$ cat config.mk
export PLATFORM = sky130hd
export DESIGN_NAME = mpc_commutator
export DESIGN_NICKNAME = d
export VERILOG_FILES = /design/src/hdl/mpc_pkg.sv /design/src/hdl/mpc_commutator.sv
export SDC_FILE = /design/constraint.sdc
export NUM_CORES = 1
export LEC_CHECK = 0
export BUFFER_PORTS_ARGS = -buffer_cell sky130_fd_sc_hd__buf_2
export CORE_MARGIN = 8
export CORE_UTILIZATION = 60
export CTS_BUF_LIST = sky130_fd_sc_hd__clkbuf_8
export DETAILED_ROUTE_END_ITERATION = 6
export MAX_ROUTING_LAYER = met4
export PLACE_DENSITY_LB_ADDON = 0.12
export RECOVER_POWER = 25
export SLEW_MARGIN = 30
export SYNTH_ARGS = -nofsm -noshare
export SYNTH_HDL_FRONTEND = slang
export SYNTH_SLANG_ARGS = --single-unit
$ cat constraint.sdc
create_clock -name pclk -period 52.4 [get_ports pclk]
set_input_delay 5.24 -clock pclk [delete_from_list [all_inputs] [get_ports pclk]]
set_output_delay 5.24 -clock pclk [all_outputs]
set_load 0.03 [all_outputs]
$ cat src/hdl/mpc_pkg.sv
// Package of constants and types for the motor phase commutator
package mpc_pkg;

  // ----------------------------------------------------------------
  // Register byte offsets on the APB word grid
  // ----------------------------------------------------------------
  localparam logic [7:0] OFS_CONFIG    = 8'h00;
  localparam logic [7:0] OFS_CYCLE_LEN = 8'h04;
  localparam logic [7:0] OFS_SINGLE    = 8'h08;
  localparam logic [7:0] OFS_OVERLAP   = 8'h0c;
  localparam logic [7:0] OFS_SHIFT     = 8'h10;
  localparam logic [7:0] OFS_SPEED     = 8'h14;
  localparam logic [7:0] OFS_CEILING   = 8'h18;
  localparam logic [7:0] OFS_POSITION  = 8'h1c;

  // ----------------------------------------------------------------
  // Field positions and reset values
  // ----------------------------------------------------------------
  localparam int         CFG_FOUR_PHASE_BIT = 1;
  localparam int         CFG_FULL_COUNT_BIT = 2;
  localparam logic [7:0] RST_REG            = 8'h00;

  // ----------------------------------------------------------------
  // Timing: advance window unit and its cycle count
  // ----------------------------------------------------------------
  localparam int WINDOW_UNIT_NS = 8000;
  localparam int CLK_PERIOD_NS  = 5;
  localparam int WINDOW_UNIT_CYC = (WINDOW_UNIT_NS / CLK_PERIOD_NS < 1) ? 1 :
                                   WINDOW_UNIT_NS / CLK_PERIOD_NS;

  // ----------------------------------------------------------------
  // Software settings as one carrier
  // ----------------------------------------------------------------
  typedef struct packed {
    logic [7:0] config_bits;
    logic [7:0] cycle_length;
    logic [7:0] single_phase;
    logic [7:0] overlap;
    logic [7:0] index_shift;
    logic [7:0] speed_scale;
    logic [7:0] ceiling;
  } mpc_cfg_t;

endpackage

$ cat src/hdl/mpc_commutator.sv
// Motor phase commutator with APB register slave
`timescale 1ns/1ps
module mpc_commutator
  import mpc_pkg::*;
(
  // Clock and reset
  input  wire logic        pclk,
  input  wire logic        presetn,
  // APB slave
  input  wire logic        psel,
  input  wire logic        penable,
  input  wire logic        pwrite,
  input  wire logic [7:0]  paddr,
  input  wire logic [31:0] pwdata,
  output logic      [31:0] prdata,
  output logic             pready,
  output logic             pslverr,
  // Encoder pins
  input  wire logic        enc_chan_a,
  input  wire logic        enc_chan_b,
  input  wire logic        enc_index,
  // Phase enables
  output logic             phase_out_first,
  output logic             phase_out_second,
  output logic             phase_out_third,
  output logic             phase_out_fourth
);

  // ----------------------------------------------------------------
  // Register file
  // ----------------------------------------------------------------
  mpc_cfg_t          cfg;
  logic              access;
  logic              mapped;
  logic [6:0]        position;
  logic [7:0]        advance_mag;
  logic              direction_fwd;

  assign access = psel && penable && pready;

  always_comb begin
    mapped = 1'b1;
    unique case (paddr)
      OFS_CONFIG, OFS_CYCLE_LEN, OFS_SINGLE, OFS_OVERLAP,
      OFS_SHIFT, OFS_SPEED, OFS_CEILING, OFS_POSITION: mapped = 1'b1;
      default: mapped = 1'b0;
    endcase
  end

  // ----------------------------------------------------------------
  // APB handshake
  // ----------------------------------------------------------------
  // One wait state: ready rises the cycle after the access phase starts
  always_ff @(posedge pclk or negedge presetn) begin
    if (!presetn) begin
      pready  <= 1'b0;
      pslverr <= 1'b0;
    end else begin
      pready  <= psel && penable && !pready;
      pslverr <= psel && penable && !pready && !mapped;
    end
  end

  // ----------------------------------------------------------------
  // Register writes
  // ----------------------------------------------------------------
  // Length, single, overlap and ceiling keep seven bits; the top bit reads zero
  always_ff @(posedge pclk or negedge presetn) begin
    if (!presetn) begin
      cfg <= '{default: RST_REG};
    end else if (access && pwrite) begin
      unique case (paddr)
        OFS_CONFIG:    cfg.config_bits  <= pwdata[7:0];
        OFS_CYCLE_LEN: cfg.cycle_length <= {1'b0, pwdata[6:0]};
        OFS_SINGLE:    cfg.single_phase <= {1'b0, pwdata[6:0]};
        OFS_OVERLAP:   cfg.overlap      <= {1'b0, pwdata[6:0]};
        OFS_SHIFT:     cfg.index_shift  <= pwdata[7:0];
        OFS_SPEED:     cfg.speed_scale  <= pwdata[7:0];
        OFS_CEILING:   cfg.ceiling      <= {1'b0, pwdata[6:0]};
        default:       cfg              <= cfg;
      endcase
    end
  end

  // ----------------------------------------------------------------
  // Register reads
  // ----------------------------------------------------------------
  // Loaded in the wait state so the data already stand at the ready edge
  always_ff @(posedge pclk or negedge presetn) begin
    if (!presetn) begin
      prdata <= 32'h0000_0000;
    end else if (psel && penable && !pready && !pwrite) begin
      unique case (paddr)
        OFS_CONFIG:    prdata <= {24'h00_0000, cfg.config_bits};
        OFS_CYCLE_LEN: prdata <= {24'h00_0000, cfg.cycle_length};
        OFS_SINGLE:    prdata <= {24'h00_0000, cfg.single_phase};
        OFS_OVERLAP:   prdata <= {24'h00_0000, cfg.overlap};
        OFS_SHIFT:     prdata <= {24'h00_0000, cfg.index_shift};
        OFS_SPEED:     prdata <= {24'h00_0000, cfg.speed_scale};
        OFS_CEILING:   prdata <= {24'h00_0000, cfg.ceiling};
        OFS_POSITION:  prdata <= {15'h0000, direction_fwd, advance_mag, 1'b0, position};
        default:       prdata <= 32'h0000_0000;
      endcase
    end
  end

  // ----------------------------------------------------------------
  // Configuration decode
  // ----------------------------------------------------------------
  logic four_phase;
  logic full_count;
  assign four_phase = cfg.config_bits[CFG_FOUR_PHASE_BIT];
  assign full_count = cfg.config_bits[CFG_FULL_COUNT_BIT];

  // ----------------------------------------------------------------
  // Encoder synchronisers and decode
  // ----------------------------------------------------------------
  logic [2:0] sync_meta;
  logic [2:0] sync_now;
  logic [2:0] sync_prev;

  // Only the second and third stages feed decode; the first may still be settling
  always_ff @(posedge pclk or negedge presetn) begin
    if (!presetn) begin
      sync_meta <= 3'h0;
      sync_now  <= 3'h0;
      sync_prev <= 3'h0;
    end else begin
      sync_meta <= {enc_index, enc_chan_b, enc_chan_a};
      sync_now  <= sync_meta;
      sync_prev <= sync_now;
    end
  end

  logic step;
  logic step_up;
  logic index_rise;

  // Full count mode moves once per quadrature cycle, on the rise of A
  always_comb begin
    index_rise = sync_now[2] && !sync_prev[2];
    if (full_count) begin
      step    = sync_now[0] && !sync_prev[0];
      step_up = !sync_now[1];
    end else begin
      step    = (sync_now[0] ^ sync_prev[0]) ^ (sync_now[1] ^ sync_prev[1]);
      step_up = sync_now[0] ^ sync_prev[1];
    end
  end

  // ----------------------------------------------------------------
  // Circular position counter
  // ----------------------------------------------------------------
  logic [6:0] ring_last;
  assign ring_last = cfg.cycle_length[6:0] - 7'h01;

  always_ff @(posedge pclk or negedge presetn) begin
    if (!presetn) begin
      position      <= 7'h00;
      direction_fwd <= 1'b1;
    end else begin
      if (step) begin
        direction_fwd <= step_up;
      end
      // A shorter ring written mid-run would strand the count; restart at zero
      if (index_rise || cfg.cycle_length == 8'h00 || position > ring_last) begin
        position <= 7'h00;
      end else if (step && step_up) begin
        position <= (position == ring_last) ? 7'h00 : position + 7'h01;
      end else if (step) begin
        position <= (position == 7'h00) ? ring_last : position - 7'h01;
      end
    end
  end

  // ----------------------------------------------------------------
  // Speed-proportional advance
  // ----------------------------------------------------------------
  localparam int UNIT_W = $clog2(WINDOW_UNIT_CYC + 1);
  localparam logic [UNIT_W-1:0] UNIT_LAST = UNIT_W'(WINDOW_UNIT_CYC - 1);

  logic [UNIT_W-1:0] unit_cnt;
  logic [7:0]        slot_cnt;
  logic signed [8:0] steps_acc;
  logic              window_end;

  assign window_end = (unit_cnt == UNIT_LAST) && (slot_cnt == cfg.speed_scale);

  always_ff @(posedge pclk or negedge presetn) begin
    if (!presetn) begin
      unit_cnt <= '0;
      slot_cnt <= 8'h00;
    end else if (unit_cnt == UNIT_LAST) begin
      unit_cnt <= '0;
      slot_cnt <= (slot_cnt >= cfg.speed_scale) ? 8'h00 : slot_cnt + 8'h01;
    end else begin
      unit_cnt <= unit_cnt + UNIT_W'(1);
    end
  end

  // Steps are counted in the ring's own units, so advance matches them
  // Saturating, so a long fast window cannot wrap to a small advance
  logic signed [8:0] steps_next;
  always_comb begin
    steps_next = steps_acc;
    if (step && step_up && steps_acc != 9'sh0ff) begin
      steps_next = steps_acc + 9'sh001;
    end else if (step && !step_up && steps_acc != -9'sh0ff) begin
      steps_next = steps_acc - 9'sh001;
    end
  end

  logic [7:0] steps_mag;
  assign steps_mag = steps_next[8] ? 8'(-steps_next) : steps_next[7:0];

  always_ff @(posedge pclk or negedge presetn) begin
    if (!presetn) begin
      steps_acc   <= 9'sh000;
      advance_mag <= 8'h00;
    end else if (window_end) begin
      steps_acc   <= 9'sh000;
      advance_mag <= (steps_mag > cfg.ceiling) ? cfg.ceiling : steps_mag;
    end else begin
      steps_acc <= steps_next;
    end
  end

  // ----------------------------------------------------------------
  // Phase decode
  // ----------------------------------------------------------------
  logic signed [10:0] eff_pos;
  logic signed [10:0] ring_s;
  logic signed [10:0] eff_rem;
  logic        [7:0]  seg_len;
  logic        [7:0]  seg_idx;
  logic        [7:0]  seg_ofs;
  logic        [2:0]  n_phase;
  logic        [3:0]  next_phases;

  // Advance leads in the direction of travel
  always_comb begin
    ring_s  = 11'(cfg.cycle_length);
    eff_pos = 11'(position) + 11'(signed'(cfg.index_shift))
            + (direction_fwd ? 11'(advance_mag) : -11'(advance_mag));
    eff_rem = (ring_s == 11'sd0) ? 11'sd0 : eff_pos % ring_s;
    if (eff_rem < 11'sd0) begin
      eff_rem = eff_rem + ring_s;
    end
    seg_len = cfg.single_phase + cfg.overlap;
    n_phase = four_phase ? 3'd4 : 3'd3;
    seg_idx = (seg_len == 8'h00) ? 8'hff : 8'(eff_rem) / seg_len;
    seg_ofs = (seg_len == 8'h00) ? 8'h00 : 8'(eff_rem) % seg_len;
    next_phases = 4'h0;
    // Rising position walks upward through the phases
    if (seg_idx < 8'(n_phase)) begin
      next_phases[seg_idx[1:0]] = 1'b1;
      if (seg_ofs >= cfg.single_phase) begin
        next_phases[(seg_idx[1:0] == 2'(n_phase - 3'd1)) ? 2'd0
                    : seg_idx[1:0] + 2'd1] = 1'b1;
      end
    end
  end

  // ----------------------------------------------------------------
  // Phase output registers
  // ----------------------------------------------------------------
  // Fourth gated again so three-phase mode never drives it
  always_ff @(posedge pclk or negedge presetn) begin
    if (!presetn) begin
      phase_out_first  <= 1'b0;
      phase_out_second <= 1'b0;
      phase_out_third  <= 1'b0;
      phase_out_fourth <= 1'b0;
    end else begin
      phase_out_first  <= next_phases[0];
      phase_out_second <= next_phases[1];
      phase_out_third  <= next_phases[2];
      phase_out_fourth <= next_phases[3] && four_phase;
    end
  end

endmodule // mpc_commutator

* Yosys cells after proc, flatten, opt, wreduce, memory -nomap -nowiden
Memory sizes are Yosys's and may differ from the RTL's.
Index checks and enable logic that the tools add are counted.
** Storage, ports and cells
- Memories :: 1
- Bits of input ports :: 48
- ROM bits :: 32
- Logic and storage cells :: 138
- Flip-flop bits (word level) :: 143
** Cells by class
- Reductions and logical operators :: 39
- Equality and inequality tests :: 13
- Divide/modulo/power cells :: 3
- Order comparisons :: 10
- Bitwise gates (word level) :: 5
- Mux-type cells :: 29
- Add/subtract/negate cells :: 15
** Memory list
- (name not given) :: depth 32, bits a word 1, rd ports 1, clocked after memory_dff 0, write ports 0, line mpc_commutator.sv:43 : unique case (paddr)
** Operators by type and width (count)
- case mux 17 bit (8 select lines) :: 1
- 2-to-1 mux 8 bit :: 6
- 2-to-1 mux 7 bit :: 5
- 2-to-1 mux 11 bit :: 3
- == test 8 x 5 -> 1 bit, second input constant :: 4
- zero test 8 bit :: 4
- 2-to-1 mux 9 bit :: 3
- != test 9 bit, second input constant :: 2
- == test 8 x 4 -> 1 bit, second input constant :: 2
- logical AND 1 bit :: 16
- AND reduction 2 bit :: 7
- subtractor 7 x 1 -> 7 bit, second input constant :: 2
- adder 11 x 1 -> 11 bit, second input constant :: 1
- adder 11 bit :: 1
- == test 11 bit, second input constant :: 1
- less-than comparator 11 x 1 -> 1 bit, second input constant :: 1
- remainder unit 11 x 8 -> 11 bit :: 1
- negator 8 -> 11 bit :: 1
- adder 8 x 8 -> 9 bit :: 1
- adder 9 x 2 -> 9 bit, second input constant :: 1
- subtractor 9 x 2 -> 9 bit, second input constant :: 1
- adder 7 x 7 -> 8 bit :: 1
- adder 8 x 1 -> 8 bit, second input constant :: 1
- adder 8 bit :: 1
- other kinds (29) :: 47

* Longest topological paths before layout
- Depth after elaboration :: 19
- Depth in mapped cells :: 200
- Depth with buffers taken out :: 190

* Worst setup path before layout
No wires, ideal clock.
- Path kind :: reg2reg
- Start :: reg position[1]
- End :: reg phase_out_second
- Stages on the path, launching flop included :: 192
- Clock period less this slack :: 36999 ps
- Path slack :: 15401 ps
- Arrival :: 36919 ps
- Data required time :: 52321 ps
- Setup time :: 79 ps
- Cell sequence :: dfrtp_1 -> ha_1 -> a21o_1 -> a21oi_1 -> o21bai_1 -> a21oi_1 -> o21bai_1 -> a21oi_1 -> xnor2_1 -> ha_1 -> buf_2 -> o21ai_1 -> nand2b_1 -> and3_1 -> a221oi_4 -> xnor3_2 -> clkbuf_1 -> clkbuf_1 -> (+156 left out) -> o21bai_1 -> a21oi_1 -> o21ai_0 -> a21o_1 -> a21oi_1 -> mux2i_1 -> nand2_1 -> ha_1 -> nand2b_1 -> a21o_1 -> a21o_1 -> a21oi_1 -> nor2b_1 -> o21ai_0 -> nand2b_1 -> a221o_1 -> a31oi_1 -> mux2i_1
** Between the ends
- Cells in the longest elaborated chain, start to end :: 17
- Elaborated cells between the ends (all ways) :: 29
- Classes of those cells :: add/sub: 4; div: 3; order compare: 7; eq/ne: 1; mux: 11; bitwise: 1; reduce/logical: 2
** Ends and longest elaborated chain
- from (decl) :: line mpc_commutator.sv:35 : logic [6:0] position;
- from (signal assigned) :: line mpc_commutator.sv:169 : position <= (position == ring_last) ? 7'h00 : position + 7'h01;
- from (signal assigned) :: line mpc_commutator.sv:171 : position <= (position == 7'h00) ? ring_last : position - 7'h01;
- adder 8 x 8 -> 9 bit (*) :: line mpc_commutator.sv:243 : eff_pos = 11'(position) + 11'(signed'(cfg.index_shift))
- adder 11 bit (*) :: line mpc_commutator.sv:244 : + (direction_fwd ? 11'(advance_mag) : -11'(advance_mag));
- remainder unit 11 x 8 -> 11 bit (*) :: line mpc_commutator.sv:245 : eff_rem = (ring_s == 11'sd0) ? 11'sd0 : eff_pos % ring_s;
- 2-to-1 mux 11 bit (*) :: line mpc_commutator.sv:245
- less-than comparator 11 x 1 -> 1 bit / adder 8 bit (equally long branches) :: line mpc_commutator.sv:246, mpc_commutator.sv:247
- 2-to-1 mux 8 bit (*) :: line mpc_commutator.sv:246 : if (eff_rem < 11'sd0) begin
- divider 8 x 8 -> 8 bit :: line mpc_commutator.sv:251 : seg_idx = (seg_len == 8'h00) ? 8'hff : 8'(eff_rem) / seg_len;
- 2-to-1 mux 8 bit :: line mpc_commutator.sv:251
- (+2 left out)
- less-than comparator 2 x 3 -> 1 bit (implied by the code) / >= comparator 2 x 1 -> 1 bit (equally long branches) :: line mpc_commutator.sv:258 : next_phases[(seg_idx[1:0] == 2'(n_phase - 3'd1)) ? 2'd0
- logical AND 1 bit (implied by the code) :: line mpc_commutator.sv:258
- 2-to-1 mux 1 bit :: line mpc_commutator.sv:258
- demux 1 bit (select 2 bit) :: line mpc_commutator.sv:258
- bitwise OR 4 bit (no source line)
- 2-to-1 mux 4 bit :: line mpc_commutator.sv:257 : if (seg_ofs >= cfg.single_phase) begin
- 2-to-1 mux 4 bit (*) :: line mpc_commutator.sv:255 : if (seg_idx < 8'(n_phase)) begin
- via next_phases[1] :: line mpc_commutator.sv:238 : logic [3:0] next_phases;
- to (signal assigned) :: line mpc_commutator.sv:276 : phase_out_second <= next_phases[1];
- to (decl) :: line mpc_commutator.sv:24 : output logic phase_out_second,
The timed path passes the listed nets; every way through them passes the cells marked *.
A chain may end at the register's enable or synchronous reset.

* Final worst setup path
- Start :: reg position[0]
- End :: reg phase_out_third
** Between the ends
- Cells in the longest elaborated chain, start to end :: 17
- Elaborated cells between the ends (all ways) :: 29
- Classes of those cells :: add/sub: 4; div: 3; order compare: 7; eq/ne: 1; mux: 11; bitwise: 1; reduce/logical: 2
** Ends and longest elaborated chain
- adder 8 x 8 -> 9 bit (*) :: line mpc_commutator.sv:243
- adder 11 bit (*) :: line mpc_commutator.sv:244
- remainder unit 11 x 8 -> 11 bit (*) :: line mpc_commutator.sv:245
- 2-to-1 mux 11 bit (*) :: line mpc_commutator.sv:245
- less-than comparator 11 x 1 -> 1 bit / adder 8 bit (equally long branches) :: line mpc_commutator.sv:246, mpc_commutator.sv:247
- 2-to-1 mux 8 bit (*) :: line mpc_commutator.sv:246
- divider 8 x 8 -> 8 bit :: line mpc_commutator.sv:251
- 2-to-1 mux 8 bit :: line mpc_commutator.sv:251
- (+2 left out)
- less-than comparator 2 x 3 -> 1 bit (implied by the code) / >= comparator 2 x 1 -> 1 bit (equally long branches) :: line mpc_commutator.sv:258
- logical AND 1 bit (implied by the code) :: line mpc_commutator.sv:258
- 2-to-1 mux 1 bit :: line mpc_commutator.sv:258
- demux 1 bit (select 2 bit) :: line mpc_commutator.sv:258
- bitwise OR 4 bit (no source line)
- 2-to-1 mux 4 bit :: line mpc_commutator.sv:257
- 2-to-1 mux 4 bit (*) :: line mpc_commutator.sv:255
- via next_phases[2] :: line mpc_commutator.sv:238
- to (signal assigned) :: line mpc_commutator.sv:277 : phase_out_third <= next_phases[2];
- to (decl) :: line mpc_commutator.sv:25 : output logic phase_out_third,
Marks and branches as above.

==> flow_metrics.env <==
export IMPL_synth_yosys_seq_area_share_pct=22.3
export IMPL_fp_coreArea_um2=23500
export IMPL_num_nets_final=1993
export IMPL_grt_start_max_net_pins=71
export IMPL_layout_drive_gt1_share_pct=11.5
export IMPL_dr_pass1_iters=7
export IMPL_ys_types=101
export IMPL_number_of_enable_type_register_cells_in_the_synthesized_netlist=0
export IMPL_finClkSkew_ps=11.2
export IMPL_synth_top_area_share_pct=22.1
export IMPL_critical_path_s_most_frequent_cell="sky130_fd_sc_hd__ha_1"
export IMPL_drc=0
export IMPL_yosys_warnings=0
export IMPL_place_congestion=0.910
export IMPL_clock_latency_ps=450
export IMPL_critical_path_required_ps=52770
export IMPL_synthesis_instances=1731
export IMPL_finalMaxSlewViolations=71
export IMPL_dp_final_hpwl_mm=28.4
export IMPL_outcome="finished, violations left"
export IMPL_post_drt_via_cell_ratio=6.09
export IMPL_routed_via_count=12775
export IMPL_cts_resized=0
export IMPL_cts_htree_levels=4
export IMPL_hold_violations_final=0
export IMPL_post_cts_buffers=0
export IMPL_hp_class="flip-flop to flip-flop"
export IMPL_timing_critical_path_from_type="flip-flop"
export IMPL_worst_max_slew_margin_expressed_relative_to_the_limit_pct=-156
export IMPL_final_cell_mix="sky130_fd_sc_hd__ha_1 (175), sky130_fd_sc_hd__nand2_1 (152), sky130_fd_sc_hd__dfrtp_1 (127), sky130_fd_sc_hd__nor2_1 (120), sky130_fd_sc_hd__o21ai_0 (116)"
export IMPL_synth_simple_gate_area_share_pct=20.1
export IMPL_area_of_the_multi_input_gates_um2=10600
export IMPL_avg_synthesized_cell_area_um2=8.31
export IMPL_grt_antenna_before_repair=0
export IMPL_synth_xor_area_share_pct=6.85
export IMPL_worst_setup_path_type="flip-flop to flip-flop"
export IMPL_synth_cell_area_um2=14400
export IMPL_cpPeakStageDelay_ps=740
export IMPL_via_count_of_the_first_global_routing_pass=12431
export IMPL_detail_route_antenna_nets=0
export IMPL_asyncSetResetFlopFracSynth_pct=100
export IMPL_cts_hold_fix_buffers=0
export IMPL_violations="capacitance limit, slew limit"
export IMPL_yosysTopAreaCell="sky130_fd_sc_hd__dfrtp_1"
export IMPL_tritoncts_clock_tree="done"
export IMPL_synthMuxAreaShare_pct=7.93
export IMPL_cts_sink_count=128
export IMPL_ys_seq_elements=128
export IMPL_row_count=56
export IMPL_rsz0062_at_grt="no"
export IMPL_clkSlewWorstSetupHoldPaths_ps=80
export IMPL_crit_path_top_delay_cell="sky130_fd_sc_hd__a21oi_1"
export IMPL_fmax_mhz=23.5
export IMPL_syn_to_final_growth_pct=6.26
export IMPL_wl_per_cell_um=17.4
export IMPL_worstMarginPinSlew_ps=3830
export IMPL_layout_commonest_cell="sky130_fd_sc_hd__ha_1"
export IMPL_global_route_usage_over_all_layers_pct=26.2
export IMPL_timing_critical_path_arrival_ps=42960
export IMPL_ctsRootBufferMaster="sky130_fd_sc_hd__clkbuf_8"
export IMPL_die_height_um=171
export IMPL_register_area_um2=3200
export IMPL_dieWidth_um=171
export IMPL_worst_path_max_fanout=25
export IMPL_fillers=2118
export IMPL_antenna_diode_count=0
export IMPL_floorplan_die_area_um2=29200
export IMPL_timing_setup_tns_ps=0
export IMPL_end_kind="flip-flop"
export IMPL_grt_first_pass_wirelength_mm=61.2
export IMPL_tritoncts_num_buffers=17
export IMPL_synth_top_family_by_area="compound AO/OA/AOI/OAI gates"
export IMPL_gr_total_overflow=0
export IMPL_start_util_pct=61.1
export IMPL_ctsLongestPathBuffers=2
export IMPL_post_synth_fa_ha_maj_area_fraction_pct=16.1
export IMPL_timing_max_cap_violations=1
export IMPL_finalCritPeriodShare_pct=81.3
export IMPL_number_of_violations_reported_at_the_end_of_detailed_routing_iteration_0=832
export IMPL_setup_viol_count_final=0
export IMPL_netlist_top_cells_area="sky130_fd_sc_hd__dfrtp_1 (22%), sky130_fd_sc_hd__ha_1 (15%), sky130_fd_sc_hd__mux2_2 (5.2%), sky130_fd_sc_hd__o21ai_0 (4.0%), sky130_fd_sc_hd__nand2_1 (4.0%)"
export IMPL_detail_route_wirelength_mm=36.5
export IMPL_numPortBuffers=46
export IMPL_post_synthesis_compound_gate_area_fraction_pct=22.0
export IMPL_postSynth_topFlopCell="sky130_fd_sc_hd__dfrtp_1"
export IMPL_ios=86
export IMPL_final_worst_path_period_need_ps=42590
## flip-flops by register name (all words and copies together), names as in the netlist
name              cells
advance_mag           8
cfg                  52
direction_fwd         1
phase_out_first       1
phase_out_fourth      1
phase_out_second      1
phase_out_third       1
position              7
prdata               17
pready                1
pslverr               1
slot_cnt              8
steps_acc             9
sync_meta             3
sync_now              3
sync_prev             3
unit_cnt             11
## metal layers
metal / part of all wire (%) / track usage (%)
met1: 47 / 33.5
met2: 47 / 42.9
met3: 3.6 / 3.43
met4: 2.6 / 7.94
met5: 0 / -
## critical path: cells and delay by family (launching register included)
| family | cells | cell delay (ps) |
|---|---|---|
| muxes | 10 | 3150 |
| AOI/OAI and AO/OA | 81 | 19500 |
| and+or+nand+nor | 52 | 9770 |
| adders and majority gates | 23 | 6690 |
| buffers and inverters | 14 | 1570 |
| DFF | 1 | 540 |
| xor gates and xnor gates | 3 | 1150 |
## cell usage after synthesis, types with 18 or more instances
master / n
sky130_fd_sc_hd__a21o_1: 37
sky130_fd_sc_hd__a21oi_1: 99
sky130_fd_sc_hd__a31oi_1: 20
sky130_fd_sc_hd__and2_1: 21
sky130_fd_sc_hd__and3_1: 18
sky130_fd_sc_hd__clkbuf_1: 33
sky130_fd_sc_hd__dfrtp_1: 127
sky130_fd_sc_hd__ha_1: 175
sky130_fd_sc_hd__inv_1: 107
sky130_fd_sc_hd__mux2_2: 67
sky130_fd_sc_hd__mux2i_1: 30
sky130_fd_sc_hd__nand2_1: 152
sky130_fd_sc_hd__nand2b_1: 33
sky130_fd_sc_hd__nand3_1: 49
sky130_fd_sc_hd__nor2_1: 121
sky130_fd_sc_hd__nor2b_1: 32
sky130_fd_sc_hd__nor3_1: 55
sky130_fd_sc_hd__o21a_1: 38
sky130_fd_sc_hd__o21ai_0: 116
sky130_fd_sc_hd__or3_1: 25
sky130_fd_sc_hd__xnor2_1: 63
sky130_fd_sc_hd__xor2_1: 45
## cell families after synthesis
| kind of cell | Yosys count |
|---|---|
| simple gates | 575 |
| compound gates | 469 |
| fa+ha+maj | 181 |
| buf+inv | 164 |
| flops | 128 |
| xor+xnor | 110 |
| mux | 103 |
| other cells | 1 |
## per-stage QoR
| step | util (%) | setup slack [ps] | cells | hold slack, ps | cell area [µm²] |
|---|---|---|---|---|---|
| after floorplan | - | 15400 | 1745 | 331 | 14400 |
| after global placement | 63.2 | 11190 | 2064 | 334 | 14900 |
| after detailed placement | 63.2 | 10440 | 2064 | 341 | 14900 |
| after CTS | 65.0 | 10250 | 2096 | 363 | 15300 |
| after global routing | 65.0 | 5720 | 2096 | 378 | 15300 |
| final | 65.0 | 9810 | 2096 | 358 | 15300 |
## path summary, 6_finish.rpt
kind | end | start | cells after the start | slack, ps
setup / recovery | phase_out_third | position[0] | 183 | 9810
hold / removal | sync_now[2] | sync_meta[2] | 0 | 360
setup reg to reg | phase_out_third | position[0] | 183 | 9810
hold reg to reg | sync_now[2] | sync_meta[2] | 0 | 360
max in group asynchronous | steps_acc[0] | presetn | 2 | 44020
min in group asynchronous | phase_out_fourth | presetn | 1 | 6100
## cell type report
cell class	count	area share [%]
clock buffers	17	1.53
clock inverters	15	1.23
inverters	107	2.63
multi-input cells	1453	69.1
flip-flops and latches	128	21.0
well taps	319	2.61
repair buffers	57	1.98
Power is not shown: default switching activity piles up to over one toggle a cycle in this logic, so the estimate is an artifact.
